<file path="config.mk">
export PLATFORM = sky130hd
export DESIGN_NAME = tfd_top
export DESIGN_NICKNAME = d
export VERILOG_FILES = /design/src/tfd_pkg.sv /design/src/tfd_avg_if.sv /design/src/tfd_avg.sv /design/src/tfd_top.sv
export VERILOG_INCLUDE_DIRS = /design/src
export SDC_FILE = /design/constraint.sdc
export NUM_CORES = 1
export LEC_CHECK = 0
export BUFFER_PORTS_ARGS = -buffer_cell sky130_fd_sc_hd__clkbuf_2
export CORE_MARGIN = 5
export CORE_UTILIZATION = 50
export DETAILED_ROUTE_END_ITERATION = 10
export PLACE_DENSITY = 0.7
export SLEW_MARGIN = 20
export SYNTH_ARGS = -nofsm -noshare
export SYNTH_HDL_FRONTEND = slang
export SYNTH_SLANG_ARGS = --single-unit
export TNS_END_PERCENT = 50
</file>
<file path="constraint.sdc">
create_clock -name clk -period 6.55 [get_ports clk]
set_input_delay 1.965 -clock clk [delete_from_list [all_inputs] [get_ports clk]]
set_output_delay 1.965 -clock clk [all_outputs]
set_load 0.01 [all_outputs]
</file>
<file path="src/tfd_map.svh">
// constants for the temperature readout and fan output block
`ifndef TFD_MAP_SVH
`define TFD_MAP_SVH

// *********************************************************
// clock and measurement timing
// *********************************************************
`define TFD_CLK_PERIOD_NS   25
`define TFD_MEAS_TIME_NS    9_600_000
`define TFD_AVG_COUNT       16
`define TFD_AVG_SHIFT       4
`define TFD_PHASES_PER_MEAS 32

// *********************************************************
// register fields and reset values
// *********************************************************
`define TFD_FAN_CODE_RST    8'h00
`define TFD_CFG_DIODE2_BIT  7
`define TFD_TEMP_RST        8'h00

`endif

</file>
<file path="src/tfd_pkg.sv">
// types shared by the temperature readout and fan output block
package tfd_pkg;

  typedef logic signed [7:0] tfd_temp_t;

  typedef logic signed [11:0] tfd_acc_t;

  typedef enum logic [0:0]
  {
    TFD_EXC_LOW  = 1'b0,
    TFD_EXC_HIGH = 1'b1
  } tfd_state_t;

endpackage : tfd_pkg

</file>
<file path="src/tfd_avg_if.sv">
// carrier between the sequencer and the averager
interface tfd_avg_if;
  import tfd_pkg::*;

  logic      add;
  tfd_temp_t sample;
  logic      done;
  tfd_temp_t result;

  modport seq (output add, output sample, input done, input result);
  modport avg (input add, input sample, output done, output result);

endinterface : tfd_avg_if

</file>
<file path="src/tfd_avg.sv">
// sixteen-sample averager for raw temperature readings
`include "tfd_map.svh"

module tfd_avg
  import tfd_pkg::*;
(
  // clock and reset
  input wire logic clk,
  input wire logic rst_b,
  // sequencer side
  tfd_avg_if.avg   av
);

  localparam logic [3:0] CNT_LAST = 4'(`TFD_AVG_COUNT - 1);

  logic [3:0] cnt_q;
  tfd_acc_t   acc_q;
  tfd_acc_t   sum;

  assign sum = acc_q + tfd_acc_t'(av.sample);

  // *********************************************************
  // accumulate and publish
  // *********************************************************
  always_ff @(posedge clk or negedge rst_b)
  begin
    if (!rst_b)
    begin
      cnt_q     <= 4'h0;
      acc_q     <= 12'h000;
      av.done   <= 1'b0;
      av.result <= `TFD_TEMP_RST;
    end
    else
    begin
      av.done <= 1'b0;
      if (av.add)
      begin
        cnt_q <= cnt_q + 4'h1;
        if (cnt_q == CNT_LAST)
        begin
          // arithmetic shift keeps two's complement sign
          acc_q     <= 12'h000;                                  // RQ2
          av.result <= tfd_temp_t'(sum >>> `TFD_AVG_SHIFT);      // RQ1
          av.done   <= 1'b1;
        end
        else
        begin
          acc_q <= sum;
        end
      end
    end
  end
endmodule : tfd_avg

</file>
<file path="src/tfd_top.sv">
// remote-diode readout sequencer and fan level output
`include "tfd_map.svh"

// Overview of operation
// RQ1: each result is an 8-bit two's complement value, one degree per count.
// RQ2: each external result is the average of sixteen raw measurement cycles.
// RQ3: one full averaged measurement takes nominally 9.6 ms.
// RQ4: the diode excitation alternates between the base and multiple current.
// RQ5: the fan level output follows an unsigned 8-bit code set by software.
// RQ6: the fan code register resets to zero, giving minimum fan speed.
// RQ7: a separate fan gate output switches the fan regardless of the code.
// RQ8: configuration bit 7 turns the second pin pair into a second diode input.
// RQ9: a temperature register only changes once a full average completes.
module tfd_top
  import tfd_pkg::*;
#(
  parameter int MEAS_CYCLES = `TFD_MEAS_TIME_NS / `TFD_CLK_PERIOD_NS
)
(
  // clock and reset
  input  wire logic       clk,
  input  wire logic       rst_b,
  // raw converter reading, same clock
  input  wire tfd_temp_t  adc_data,
  // fan code register write port
  input  wire logic       fan_code_wr,
  input  wire logic [7:0] fan_code_wdata,
  // configuration register and fan gate request
  input  wire logic [7:0] cfg_wdata,
  input  wire logic       cfg_wr,
  input  wire logic       fan_gate_on,
  // remote sensor control
  output logic            exc_high_q,
  output logic            chan_sel_q,
  output logic            pair2_diode_q,
  // results
  output tfd_temp_t       temp_ext1_q,
  output tfd_temp_t       temp_ext2_q,
  output logic            temp_new_q,
  // fan outputs
  output logic [7:0]      fan_level_output,
  output logic            fan_run_q
);

  localparam int PHASE_CYC = MEAS_CYCLES / `TFD_PHASES_PER_MEAS;
  localparam logic [18:0] PHASE_LAST = 19'(PHASE_CYC - 1);

  tfd_avg_if  avg_bus ();
  tfd_state_t state_q;
  logic [18:0] phase_cnt_q;
  logic        phase_end;

  assign phase_end = (phase_cnt_q == PHASE_LAST);

  // *********************************************************
  // excitation phase timer
  // *********************************************************
  always_ff @(posedge clk or negedge rst_b)
  begin
    if (!rst_b)
      phase_cnt_q <= 19'h0_0000;
    else if (phase_end)
      phase_cnt_q <= 19'h0_0000;
    else
      phase_cnt_q <= phase_cnt_q + 19'h0_0001;
  end

  // *********************************************************
  // current switching state
  // *********************************************************
  always_ff @(posedge clk or negedge rst_b)
  begin
    if (!rst_b)
      state_q <= TFD_EXC_LOW;
    else if (phase_end)
    begin
      unique case (state_q)
        TFD_EXC_LOW:  state_q <= TFD_EXC_HIGH;                   // RQ4
        TFD_EXC_HIGH: state_q <= TFD_EXC_LOW;                    // RQ4
      endcase
    end
  end

  always_ff @(posedge clk or negedge rst_b)
  begin
    if (!rst_b)
      exc_high_q <= 1'b0;
    else
      exc_high_q <= (phase_end ? (state_q == TFD_EXC_LOW)
                               : (state_q == TFD_EXC_HIGH));     // RQ4
  end

  // one raw cycle ends after the multiple-current phase
  assign avg_bus.add    = phase_end && (state_q == TFD_EXC_HIGH);
  assign avg_bus.sample = adc_data;

  tfd_avg tfd_avg_i
  (
    .clk   (clk),
    .rst_b (rst_b),
    .av    (avg_bus.avg)
  );

  // *********************************************************
  // second pin pair role
  // *********************************************************
  always_ff @(posedge clk or negedge rst_b)
  begin
    if (!rst_b)
      pair2_diode_q <= 1'b0;
    else if (cfg_wr)
      pair2_diode_q <= cfg_wdata[`TFD_CFG_DIODE2_BIT];           // RQ8
  end

  // channel advances only between whole measurements
  always_ff @(posedge clk or negedge rst_b)
  begin
    if (!rst_b)
      chan_sel_q <= 1'b0;
    else if (!pair2_diode_q)
      chan_sel_q <= 1'b0;                                        // RQ8
    else if (avg_bus.done)
      chan_sel_q <= !chan_sel_q;                                 // RQ8
  end

  // *********************************************************
  // result registers
  // *********************************************************
  always_ff @(posedge clk or negedge rst_b)
  begin
    if (!rst_b)
    begin
      temp_ext1_q <= `TFD_TEMP_RST;
      temp_ext2_q <= `TFD_TEMP_RST;
      temp_new_q  <= 1'b0;
    end
    else
    begin
      temp_new_q <= avg_bus.done;                                // RQ3
      if (avg_bus.done && !chan_sel_q)
        temp_ext1_q <= avg_bus.result;                           // RQ9
      if (avg_bus.done && chan_sel_q)
        temp_ext2_q <= avg_bus.result;                           // RQ9
    end
  end

  // *********************************************************
  // fan code register and gate
  // *********************************************************
  always_ff @(posedge clk or negedge rst_b)
  begin
    if (!rst_b)
      fan_level_output <= `TFD_FAN_CODE_RST;                     // RQ6
    else if (fan_code_wr)
      fan_level_output <= fan_code_wdata;                        // RQ5
  end

  // gate acts alone, the code is left as written
  always_ff @(posedge clk or negedge rst_b)
  begin
    if (!rst_b)
      fan_run_q <= 1'b0;
    else
      fan_run_q <= fan_gate_on;                                  // RQ7
  end

  // *********************************************************
  // checks
  // *********************************************************
  logic [18:0] gap_q;
  logic [1:0]  seen_q;

  always_ff @(posedge clk or negedge rst_b)
  begin
    if (!rst_b)
    begin
      gap_q  <= 19'h0_0000;
      seen_q <= 2'h0;
    end
    else if (temp_new_q)
    begin
      gap_q  <= 19'h0_0001;
      seen_q <= (seen_q == 2'h2) ? seen_q : seen_q + 2'h1;
    end
    else
      gap_q <= gap_q + 19'h0_0001;
  end
endmodule : tfd_top

</file>
======== Yosys cells after proc, flatten, opt, wreduce, memory -nomap -nowiden ========
Cells that the tools add are included.
W data, S select, Z words.
operators by class
  add/sub/neg operators ................... 3
  eq/ne operators ......................... 3
  muxes and demuxes ....................... 8
  bitwise gates (word level) .............. 1
  reductions and logical operators ........ 5
operators with widths
  cell                     number
  $add A19 B1 Y19 const B  1
  $eq A19 B14 Y1 const B   1
  $mux W19                 1
  $add A12 B8 Y12          1
  $mux W12                 1
  $mux W1                  5
  $add A4 B1 Y4 const B    1
  $eq A4 B4 Y1 const B     1
  $logic_and A1 B1 Y1      3
  $ne A2 B1 Y1 const B     1
  $pmux W1 S2              1
  $reduce_and A2 Y1        1
  $logic_not A1 Y1         1
  $not A1 Y1               1
word-level totals
  bits in registers ....................... 74
  output and inout port bits .............. 29

======== Depth between registers and ports, before layout ========
Gate-level depths: netlist of run 1.
  depth after elaboration ................. 3
  gate-level depth with buffers ........... 10
  depth with buffers taken out ............ 8

======== Modules after synthesis ========
From an unflattened synthesis of run 1, not the netlist that was laid out.
unflattened totals
  cell total of the unflattened synthesis .. 287
  area, all modules ....................... 3495.9 µm²
by module, submodules not included
  module   times used  cells an instance  area each (µm²)  seq. area each (µm²)
  tfd_top  1           150                2018.2           1226.2
  tfd_avg  1           137                1477.7           625.6

======== Worst setup path before layout of run 1 ========
No wires, ideal clock.
  path kind ............................... input to register
  start point ............................. input adc_data[0]
  end point ............................... register tfd_avg_i.acc_q[10]
  arrival time ............................ 3486 ps
  data required time ...................... 6449 ps
  slack ................................... 2963 ps
  cell stages on the path ................. 7
  path through ............................ ha_1 fa_1 a21oi_1 o311a_1 nor3_2 o21a_1 o32ai_1
on the way
  word-level cells in the longest chain between the ends .. 2
ends and longest elaborated chain
  what                  line           RTL
  from (decl)           tfd_top.sv:24  input wire tfd_temp_t adc_data,
  $add A12 B8 Y12       tfd_avg.sv:20  assign sum = acc_q + tfd_acc_t'(av.sample);
  $mux W12              tfd_avg.sv:40  if (cnt_q == CNT_LAST)
  to (signal assigned)  tfd_avg.sv:49  acc_q <= sum;
  to (decl)             tfd_avg.sv:17  tfd_acc_t acc_q;
Every way passes these cells.
A chain may end at the register's enable or synchronous reset.

======== Worst setup path after layout of run 1 ========
Same ends and word-level chain as after synthesis.

==> summary.txt, run 1 <==
Outcome
  – Status: finished, final reports clean

CTS
  – Post-CTS setup buffer count: 0
  – Clock Path Buffers: 2
  – Clk_lat worst skew: about 0.34 ns
  – Clock Sink Count: between 70 and 80
  – CTS tree: yes
  – CTS H-tree depth: 3
  – CTS hold repair buffers: 0
  – Post-cts sizing count: 0
  – Clock transition at path regs: 0.07 ns
  – Root Driver: clkbuf_8
  – CTS Buf Count: 9

Hold path
  – Hold_sp: tfd_avg_i.av.done
  – HP Class: reg2reg

Yosys
  – FFs w/ async S/R, synth: between 90% and 100%
  – Post-synthesis register bit count: 74
  – Number of synthesized flops with an enable pin: 0
  – Yosys Warn Count: 0
  – Synth Instances: about 290
  – Mapped cell area: ~3500 µm²
  – Top FF cell, synth: dfrtp_1
  – Sequential area share after synthesis: a little over half
  – Syn avg cell area: 12.0 µm²
  – Syn_nets: between 300 and 400
  – Synth cell types: 46

Cells and area
  – Most frequent cells in the layout: 74 x dfrtp_1, 49 x clkbuf_2, 26 x mux2_2, 20 x xnor2_1, 19 x nor2_1
  – Reg area: 1850 µm²
  – Number of antenna diodes: 0
  – Nets@finish: 387
  – Area occupied by multi-input gates: about 1500 µm²
  – Most common cell after layout, fill and taps aside: dfrtp_1
  – Fill cell count: 580
  – Layout cells sized above 1: ~28%
  – Area Growth Syn to Fin: 15.4%

Global routing
  – GRT Util Overall: 15.0%
  – Largest net degree at the start of global routing: 75
  – Vias in the first global route: between 2,000 and 2,500
  – Global-route wire length before repair: around 10,000 µm
  – Initial antenna violation count: 0
  – Grt ovf: 0

Floorplanning
  – Die area: 8670 µm²
  – Core Region: 6760 µm²
  – Top Ports: 58
  – Die H: 93.1 µm
  – Std-Cell Rows: 30
  – Chip Width: roughly 93 µm
  – Starting density of the core: between 50% and 60%

Drt
  – 1st-iter DRT viols: 74
  – Routed WL: roughly 6100 µm
  – DRC: 0
  – Via count: between 2,000 and 2,500
  – Via/cell ratio: about 5.4
  – Final ANT Viol Nets: 0
  – Routed wire length per instance: ~14 µm
  – Drt pass-1 iters: 4

Run
  – Max cap viols: 0

STA
  – Worst-margin pin slew: approximately 0.9 ns
  – Setup TNS: 0 ns
  – Count of final setup violators: 0
  – RSZ-0062 raised after global routing: no
  – Fmax achieved: 279 MHz
  – Fin Hold WS: 0.418 ns
  – Max_slew headroom: 39.7%
  – Min Clock Period, post-route: 3.59 ns
  – Worst clock skew: between 0.01 and 0.015 ns
  – Final hold viol count: 0
  – Fin. max-slew vios: 0
  – Final Cycle Share: roughly 55%

Placement
  – Port bufs: 50
  – Detailed placement HPWL: approximately 4400 µm
  – Final GP Congestion: roughly 0.76

Critical path
  – Startpoint type of the worst setup path: primary input
  – Critical path type: in2reg
  – Worst setup EP type: flop
  – Critical Path Source: adc_data[0]
  – Crit-path max FO: 3
  – Crit path required time: roughly 6.8 ns
  – Reg2reg start: phase_cnt_q[0]
  – CP arrival: 3.81 ns

Pwr
  – Leakage: slightly below 2 nW
  – Total power: 0.928 mW
  – Power Density: between 200 and 250 nW/µm²
  – Peak supply drop: roughly 0.11 mV
[critical path, stage by stage]
cell and delay [ns]:
clkbuf_2 0.08, ha_1 0.26, fa_1 0.42, a21oi_1 0.29, o311a_1 0.27, nor3_2 0.07, o21a_1 0.20, o32ai_1 0.27
[registers in the layout, indices dropped and copies added, names as in the netlist]
name,count
temp_ext1_q,8
tfd_avg_i.av.done,1
fan_run_q,1
chan_sel_q,1
exc_high_q,1
tfd_avg_i.cnt_q,4
phase_cnt_q,19
tfd_avg_i.acc_q,12
tfd_avg_i.av.result,8
temp_new_q,1
pair2_diode_q,1
temp_ext2_q,8
state_q,1
fan_level_output,8
[cell families after synthesis]
group	after synthesis	synth area share (%)
DFF	74	53.6
and+or+nand+nor	71	10.4
AOI/OAI and AO/OA	50	11.3
xor gates and xnor gates	32	8.12
muxes	27	8.77
buffers and inverters	19	2.10
adders and majority gates	15	5.65
[through the flow]
step                instance area, µm²  utilization [%]  setup slack, ns  instances
floorplan                         3450                -             2.96        288
global placement                  3780             56.0             2.70        412
detailed placement                3780             56.0             2.64        412
CTS                               3980             58.9             2.99        427
global route                      3980             58.9             2.92        427
finish                            3980             58.9             2.96        427
[metal layers]
layer / GRT usage, % / wire [µm]
met3: 4.75 / 312
met2: 23.5 / 2770
met1: 20.2 / 2910
met4: 4.03 / 57
met5: 0 / 0
[Yosys cell counts, types with 3 or more instances]
| library cell | number | share of area, % |
|---|---|---|
| a21o_1 | 4 | 0.87 |
| a21oi_1 | 7 | 1.0 |
| and4_1 | 3 | 0.76 |
| clkbuf_1 | 6 | 0.65 |
| dfrtp_1 | 74 | 54 |
| ha_1 | 14 | 5.1 |
| inv_1 | 11 | 1.2 |
| mux2_2 | 26 | 8.5 |
| nand2_1 | 17 | 1.8 |
| nand2b_1 | 3 | 0.54 |
| nand3_1 | 10 | 1.4 |
| nand4_1 | 4 | 0.72 |
| nor2_1 | 19 | 2.1 |
| nor3_1 | 3 | 0.43 |
| nor4_1 | 3 | 0.54 |
| o21ai_0 | 8 | 1.2 |
| o2bb2ai_1 | 10 | 2.5 |
| xnor2_1 | 20 | 5.1 |
| xor2_1 | 12 | 3.0 |
[layout make-up]
cell class,instances,share of cell area (%)
clock inverter,3,1.63
multi-input combinational,195,38.4
inverter,12,1.13
sequential,74,46.5
timing repair buffer,51,6.47
tap,80,2.51
clock buffer,12,3.39
[final timing paths]
kind / endpoint / slack (ns) / cells past startpoint
max in group asynchronous: tfd_avg_i.acc_q[10] / 4.12 / 2
worst max register to register: tfd_avg_i.av.result[6] / 3.68 / 6
worst min register to register: temp_new_q / 0.42 / 0
worst min-delay path: temp_new_q / 0.42 / 0
min in group asynchronous: chan_sel_q / 1.84 / 2
worst max-delay path: tfd_avg_i.acc_q[10] / 2.96 / 8
[where the power goes]
part	internal (mW)	total (mW)	switching [mW]
sequential	0.466	0.472	0.00539
combinational	0.0407	0.0927	0.0520
clock	0.212	0.364	0.152
(Power assumes the default switching activity.)
==> run 2: changes to the inputs <==
==> constraint.sdc (replaced) <==
create_clock -name clk -period 3.5 [get_ports clk]
set_input_delay 1.05 -clock clk [delete_from_list [all_inputs] [get_ports clk]]
set_output_delay 1.05 -clock clk [all_outputs]
set_load 0.01 [all_outputs]
==> run 2 against run 1 <==
- via count increased by 1.5%
- total power increased by 95%
- critical path depth unchanged
- highest routed layer unchanged
==> summary.txt, run 2 (synthesis results as in run 1) <==
Placement
  – Detailed placement HPWL: 4440 µm
  – Final GP Congestion: about 0.8
  – Port bufs: 50

Global routing
  – Grt ovf: 0
  – Most congested layer reported by global routing: met2
  – Vias in the first global route: between 2,000 and 2,500
  – Global-route met1 utilization: ~20%
  – Initial antenna violation count: 0
  – Largest net degree at the start of global routing: between 50 and 60
  – GR Util met2: between 20 and 30%
  – Met3 Usage GRT: under 10%
  – GRT Util Overall: 15.5%
  – Global-route wire length before repair: roughly 11,000 µm

Cells and area
  – Finished Core Util: between 50% and 60%
  – Layout cells sized above 1: a little under 30%
  – Number of flip-flops in the largest register: 19
  – Fill cell count: between 500 and 600
  – Area Growth Syn to Fin: 17.2%
  – Top Registers: phase_cnt_q (19), tfd_avg_i.acc_q (12)
  – Number of antenna diodes: 0
  – Biggest register: phase_cnt_q
  – Most frequent cells in the layout: 74 x dfrtp_1, 49 x clkbuf_2, 26 x mux2_2, 20 x xnor2_1, 19 x nor2_1
  – Most common cell after layout, fill and taps aside: dfrtp_1
  – Nets@finish: 390

Drt
  – Drt pass-1 iters: 4
  – DRC: 0
  – 1st-iter DRT viols: 74
  – Routed wire length per instance: between 10 and 15 µm
  – Via count: 2,345
  – Final ANT Viol Nets: 0
  – Routed WL: just over 6000 µm
  – Via/cell ratio: ~5.4

Floorplanning
  – Die H: 93.1 µm
  – Chip Width: between 90 and 100 µm
  – Core Region: approximately 6800 µm²
  – Die area: between 8000 and 9000 µm²
  – Starting density of the core: 51.1%
  – Top Ports: 58
  – Std-Cell Rows: 30

Pwr
  – Leakage: a little under 2 nW
  – Switching power of the nets: between 0.4 and 0.5 mW
  – Power Density: 447 nW/µm²
  – Switching Share: a little under a quarter
  – Int Pwr: approximately 1.4 mW
  – Peak supply drop: approximately 0.23 mV
  – Sequential Power Share: between 40% and 50%
  – Gate power share: about a tenth
  – Clock network power share: 41.5%

Critical path
  – R2R setup slack: 1.06 ns
  – CP arrival: between 2 and 3 ns
  – Critical path type: in2reg
  – Startpoint type of the worst setup path: primary input
  – Crit-path max FO: 3
  – Worst setup EP type: flop
  – Critical Path Source: adc_data[0]
  – Reg2reg start: phase_cnt_q[0]
  – Crit path required time: approximately 3.7 ns

STA
  – RSZ-0062 raised after global routing: no
  – Setup TNS: 0 ns
  – Worst clock skew: ~0.012 ns
  – Worst-margin pin slew: between 0.4 and 0.5 ns
  – Max_slew headroom: 68.6%
  – Fin. max-slew vios: 0
  – Final hold viol count: 0
  – Fmax achieved: slightly below 400 MHz
  – Min Clock Period, post-route: approximately 2.6 ns
  – Final Cycle Share: 73.4%
  – Count of final setup violators: 0

Hold path
  – Hold_sp: tfd_avg_i.av.done
  – HP Class: reg2reg

CTS
  – CTS Buf Count: 9
  – CTS tree: yes
  – Post-cts sizing count: 0
  – CTS H-tree depth: 3
  – Clock transition at path regs: ~0.070 ns
  – Clock Sink Count: 74
  – Post-CTS setup buffer count: 0
  – Clock Path Buffers: 2
  – CTS hold repair buffers: 0
  – Clk_lat worst skew: around 0.34 ns
  – Root Driver: clkbuf_8

Run
  – Max cap viols: 0

Outcome
  – Status: finished, final reports clean
run 2: worst paths after layout:
check                           depth (start not counted)                   to
worst max register to register                         10  tfd_avg_i.acc_q[11]
worst max-delay path                                    8  tfd_avg_i.acc_q[10]
worst min-delay path                                    0           temp_new_q
max in group asynchronous                               2   tfd_avg_i.cnt_q[3]
min in group asynchronous                               1  fan_level_output[7]
worst min register to register                          0           temp_new_q
run 2: critical path, cell delays in order:
cell and delay (ns):
clkbuf_2 0.08, ha_1 0.25, fa_1 0.42, a21oi_1 0.26, o311a_1 0.24, nor3_2 0.07
o21a_1 0.18, o32ai_1 0.25
run 2: layout make-up:
cell class                      count  area (µm²)  area share (%)
Clock buffer                       12         155            3.83
Tap cell                           80         100            2.47
Clock inverter                      4        73.8            1.82
Timing Repair Buffer               54         293            7.24
Sequential cell                    74        1850            45.8
Inverter                           12        45.0            1.11
Multi-Input combinational cell    195        1530            37.8
run 2: per-layer routing:
layer	vias to the layer above	wire [µm]
li1	1139	-
met1	1145	3040
met2	54	2860
met3	7	272
met4	0	59
met5	-	0
run 2: through the flow:
step / setup WS [ns] / area (µm²) / cells / hold WS, ns / total power, mW
finish: 0.929 / 4050 / 431 / 0.434 / 1.81
CTS: 0.944 / 4050 / 431 / 0.424 / 1.83
global route: 0.820 / 4050 / 431 / 0.444 / 1.90
detailed placement: 0.598 / 3820 / 415 / 0.404 / 1.08
global placement: 0.580 / 3820 / 415 / 0.400 / 1.07
floorplan: 0.828 / 3450 / 288 / 0.387 / 1.01
run 2: power by group through the flow:
| stage | logic [mW] | clock network (mW) | registers [mW] |
|---|---|---|---|
| finish | 0.177 | 0.751 | 0.881 |
| CTS | 0.179 | 0.771 | 0.882 |
| detailed placement | 0.178 | 0 | 0.898 |
| floorplan | 0.109 | 0 | 0.903 |
| global placement | 0.175 | 0 | 0.897 |
| global route | 0.197 | 0.815 | 0.884 |
==> run 3: changes to the inputs <==
--- a/config.mk
+++ b/config.mk
@@ -6,11 +6,12 @@
 export SDC_FILE = /design/constraint.sdc
 export NUM_CORES = 1
 export LEC_CHECK = 0
+export ABC_AREA = 1
 export BUFFER_PORTS_ARGS = -buffer_cell sky130_fd_sc_hd__clkbuf_2
 export CORE_MARGIN = 5
 export CORE_UTILIZATION = 50
 export DETAILED_ROUTE_END_ITERATION = 10
-export PLACE_DENSITY = 0.7
+export PLACE_DENSITY = 0.72
 export SLEW_MARGIN = 20
 export SYNTH_ARGS = -nofsm -noshare
 export SYNTH_HDL_FRONTEND = slang
==> constraint.sdc (replaced) <==
create_clock -name clk -period 2.2 [get_ports clk]
set_input_delay 0.66 -clock clk [delete_from_list [all_inputs] [get_ports clk]]
set_output_delay 0.66 -clock clk [all_outputs]
set_load 0.01 [all_outputs]
==> run 3 against run 2 <==
- sequential cell count did not move
- die area is 7.1% higher
- synthesized cell count up 50%
- critical path type is now reg2reg
- largest power group unchanged
- non-clock buffer count grew 6
==> summary.txt, run 3 <==
CTS
  – CTS tree: yes
  – Clock transition at path regs: 0.08 ns
  – Clock Path Buffers: 2
  – CTS Buf Count: 9
  – CTS H-tree depth: 3
  – Root Driver: clkbuf_8
  – Clk_lat worst skew: approximately 0.35 ns
  – Clock Sink Count: 74

STA
  – Fmax achieved: around 500 MHz
  – Worst-margin pin slew: 0.465 ns
  – Worst clock skew: roughly 0.013 ns
  – Final Cycle Share: between 90% and 100%
  – Final hold viol count: 0
  – Fin. max-slew vios: 0
  – Min Clock Period, post-route: ~2.0 ns
  – Max_slew headroom: between 60% and 70%
  – Count of final setup violators: 0

Floorplanning
  – Chip Width: ~96 µm
  – Std-Cell Rows: 31
  – Starting density of the core: around half
  – Core Region: between 7000 and 8000 µm²
  – Die H: about 96 µm
  – Top Ports: a little under 60
  – Die area: just over 9000 µm²

Yosys
  – Post-synthesis register bit count: 74
  – Sequential area share after synthesis: about 50%
  – Yosys Warn Count: 0
  – Most numerous cell in the Yosys netlist: nand2_1
  – Synth cell types: 30
  – Synth top cells by count: 117 x nand2_1, 74 x dfrtp_1, 60 x inv_1
  – Mapped cell area: roughly 3700 µm²
  – Number of synthesized flops with an enable pin: 0
  – Top-area cell type share of the netlist area: between 40% and 50%
  – Syn_nets: around 480
  – FFs w/ async S/R, synth: 100%
  – Area contributors post-synth: dfrtp_1 50%, nand2_1 12%, inv_1 6.0%
  – Largest area contributor in the netlist: dfrtp_1
  – Syn avg cell area: just under 9 µm²
  – Top FF cell, synth: dfrtp_1
  – Synth Instances: 431

Hold path
  – HP Class: in2async

Critical path
  – Worst setup EP type: flop
  – Delay-heaviest family, CP: simple AND/OR/NAND/NOR gates
  – Crit path required time: ~2.5 ns
  – CP peak stage delay: around 0.36 ns
  – Most used cell, CP: inv_1
  – Crit path buffers/inverters: 3
  – Critical Path Source: phase_cnt_q[1]
  – Ordered list of cells on the worst path: ha_2, nand2_4, nor2_4, nand3b_1, inv_1, ha_1, inv_1, nor2_2, buf_4, nand3_1, o21ai_0
  – Crit-path max FO: 10
  – CP arrival: roughly 2.3 ns
  – CP max stage cell: dfrtp_1
  – Critical path type: reg2reg
  – Startpoint type of the worst setup path: flop
  – Reg2reg start: phase_cnt_q[1]

Cells and area
  – Number of flip-flops in the largest register: 19
  – Biggest register: phase_cnt_q
  – Fill cell count: about 650
  – Most common cell after layout, fill and taps aside: nand2_1
  – Nets@finish: 540
  – Layout cells sized above 1: ~20%
  – Top Registers: phase_cnt_q (19), tfd_avg_i.acc_q (12)
  – Reg area: 1850 µm²
  – Finished Core Util: about three fifths
  – Area Growth Syn to Fin: 17.3%
  – Area occupied by multi-input gates: 1630 µm²
  – Most frequent cells in the layout: 117 x nand2_1, 74 x dfrtp_1, 58 x inv_1, 49 x clkbuf_2, 31 x nand3_1
  – Number of antenna diodes: 0

Drt
  – Final ANT Viol Nets: 0
  – Via/cell ratio: 4.98
  – Drt pass-1 iters: 4
  – 1st-iter DRT viols: between 200 and 250
  – DRC: 0
  – Via count: 2,987
  – Routed wire length per instance: 12.3 µm
  – Routed WL: between 7000 and 8000 µm

Pwr
  – Total power: between 2 and 3 mW
  – Peak supply drop: approximately 0.33 mV
  – Power Density: about 600 nW/µm²
  – Leakage: about 2.4 nW

Global routing
  – Initial antenna violation count: 0
  – Grt ovf: 0
  – Largest net degree at the start of global routing: 75
  – Vias in the first global route: 2,864
  – Global-route wire length before repair: roughly 13,000 µm
  – GRT Util Overall: between 10% and 20%

Placement
  – Port bufs: 50
  – Detailed placement HPWL: ~5500 µm
  – Final GP Congestion: ~0.88

Outcome
  – Status: finished, final reports clean

Run
  – Max cap viols: 0
==> run 3: changes by cell type after synthesis, moves of 10 or more <==
cell / delta
xnor2_1: -15
o21ai_0: +15
inv_1: +49
nor2_1: +12
nand2_1: +100
o2bb2ai_1: -10
mux2_2: -17
nand3_1: +21
nand4_1: +10
==> run 3: final timing paths <==
path,to,slack (ns),cells past startpoint
max,tfd_avg_i.av.result[2],0.19,11
min in group clk,fan_run_q,0.41,1
min,chan_sel_q,0.31,2
max reg2reg,tfd_avg_i.av.result[2],0.19,11
max in group asynchronous,tfd_avg_i.av.result[4],1.56,2
min reg2reg,temp_new_q,0.44,0
==> run 3: cell families after synthesis <==
kind of cell             synth area share [%]
AND/OR/NAND/NOR                          26.0
flip-flops                               49.7
buffers and inverters                    6.78
AO/OA/AOI/OAI                            5.34
XOR/XNOR                                 4.23
adder cells (fa/ha/maj)                  5.24
multiplexers                             2.72
==> run 3: power by group <==
part           switching (mW)  internal, mW  leakage, nW
registers             0.00875          1.38        0.919
clock network           0.507         0.556        0.103
logic                   0.100        0.0694         1.34
==> run 3: metrics by stage <==
stage | cell area, µm² | std cells | hold WS, ns | setup TNS (ns) | worst slack (ns)
floorplan | 3730 | 431 | 0.364 | 0 | 0.147
global placement | 4150 | 582 | 0.423 | 0 | 0.0500
detailed placement | 4150 | 582 | 0.429 | 0 | 0.0402
CTS | 4350 | 598 | 0.333 | 0 | 0.0413
global route | 4370 | 600 | 0.354 | -0.0231 | -0.0138
finish | 4370 | 600 | 0.308 | 0 | 0.190
==> run 3: what timing repair did <==
action / in CTS / in global routing
resized for setup: 0 / 4
buffers inserted: 0 / 2
setup endpoints to repair: 0 / 19
hold buffers: 0 / 0
==> run 3: layer usage <==
metal	up-vias	part of all wire [%]	global-route usage [%]	wire length, µm
li1	1521	-	-	-
met1	1378	48	23.8	3550
met2	80	43	26.2	3210
met3	8	7.2	5.39	533
met4	0	1.2	6.66	91
met5	-	0	0	0
==> run 3: final cells by class <==
| type | count | share of cell area [%] |
|---|---|---|
| clock inverters | 6 | 1.49 |
| well taps | 99 | 2.83 |
| flip-flops and latches | 74 | 42.4 |
| multi-input cells | 290 | 37.2 |
| clock buffers | 10 | 3.15 |
| inverters | 61 | 5.24 |
| repair buffers | 60 | 7.73 |
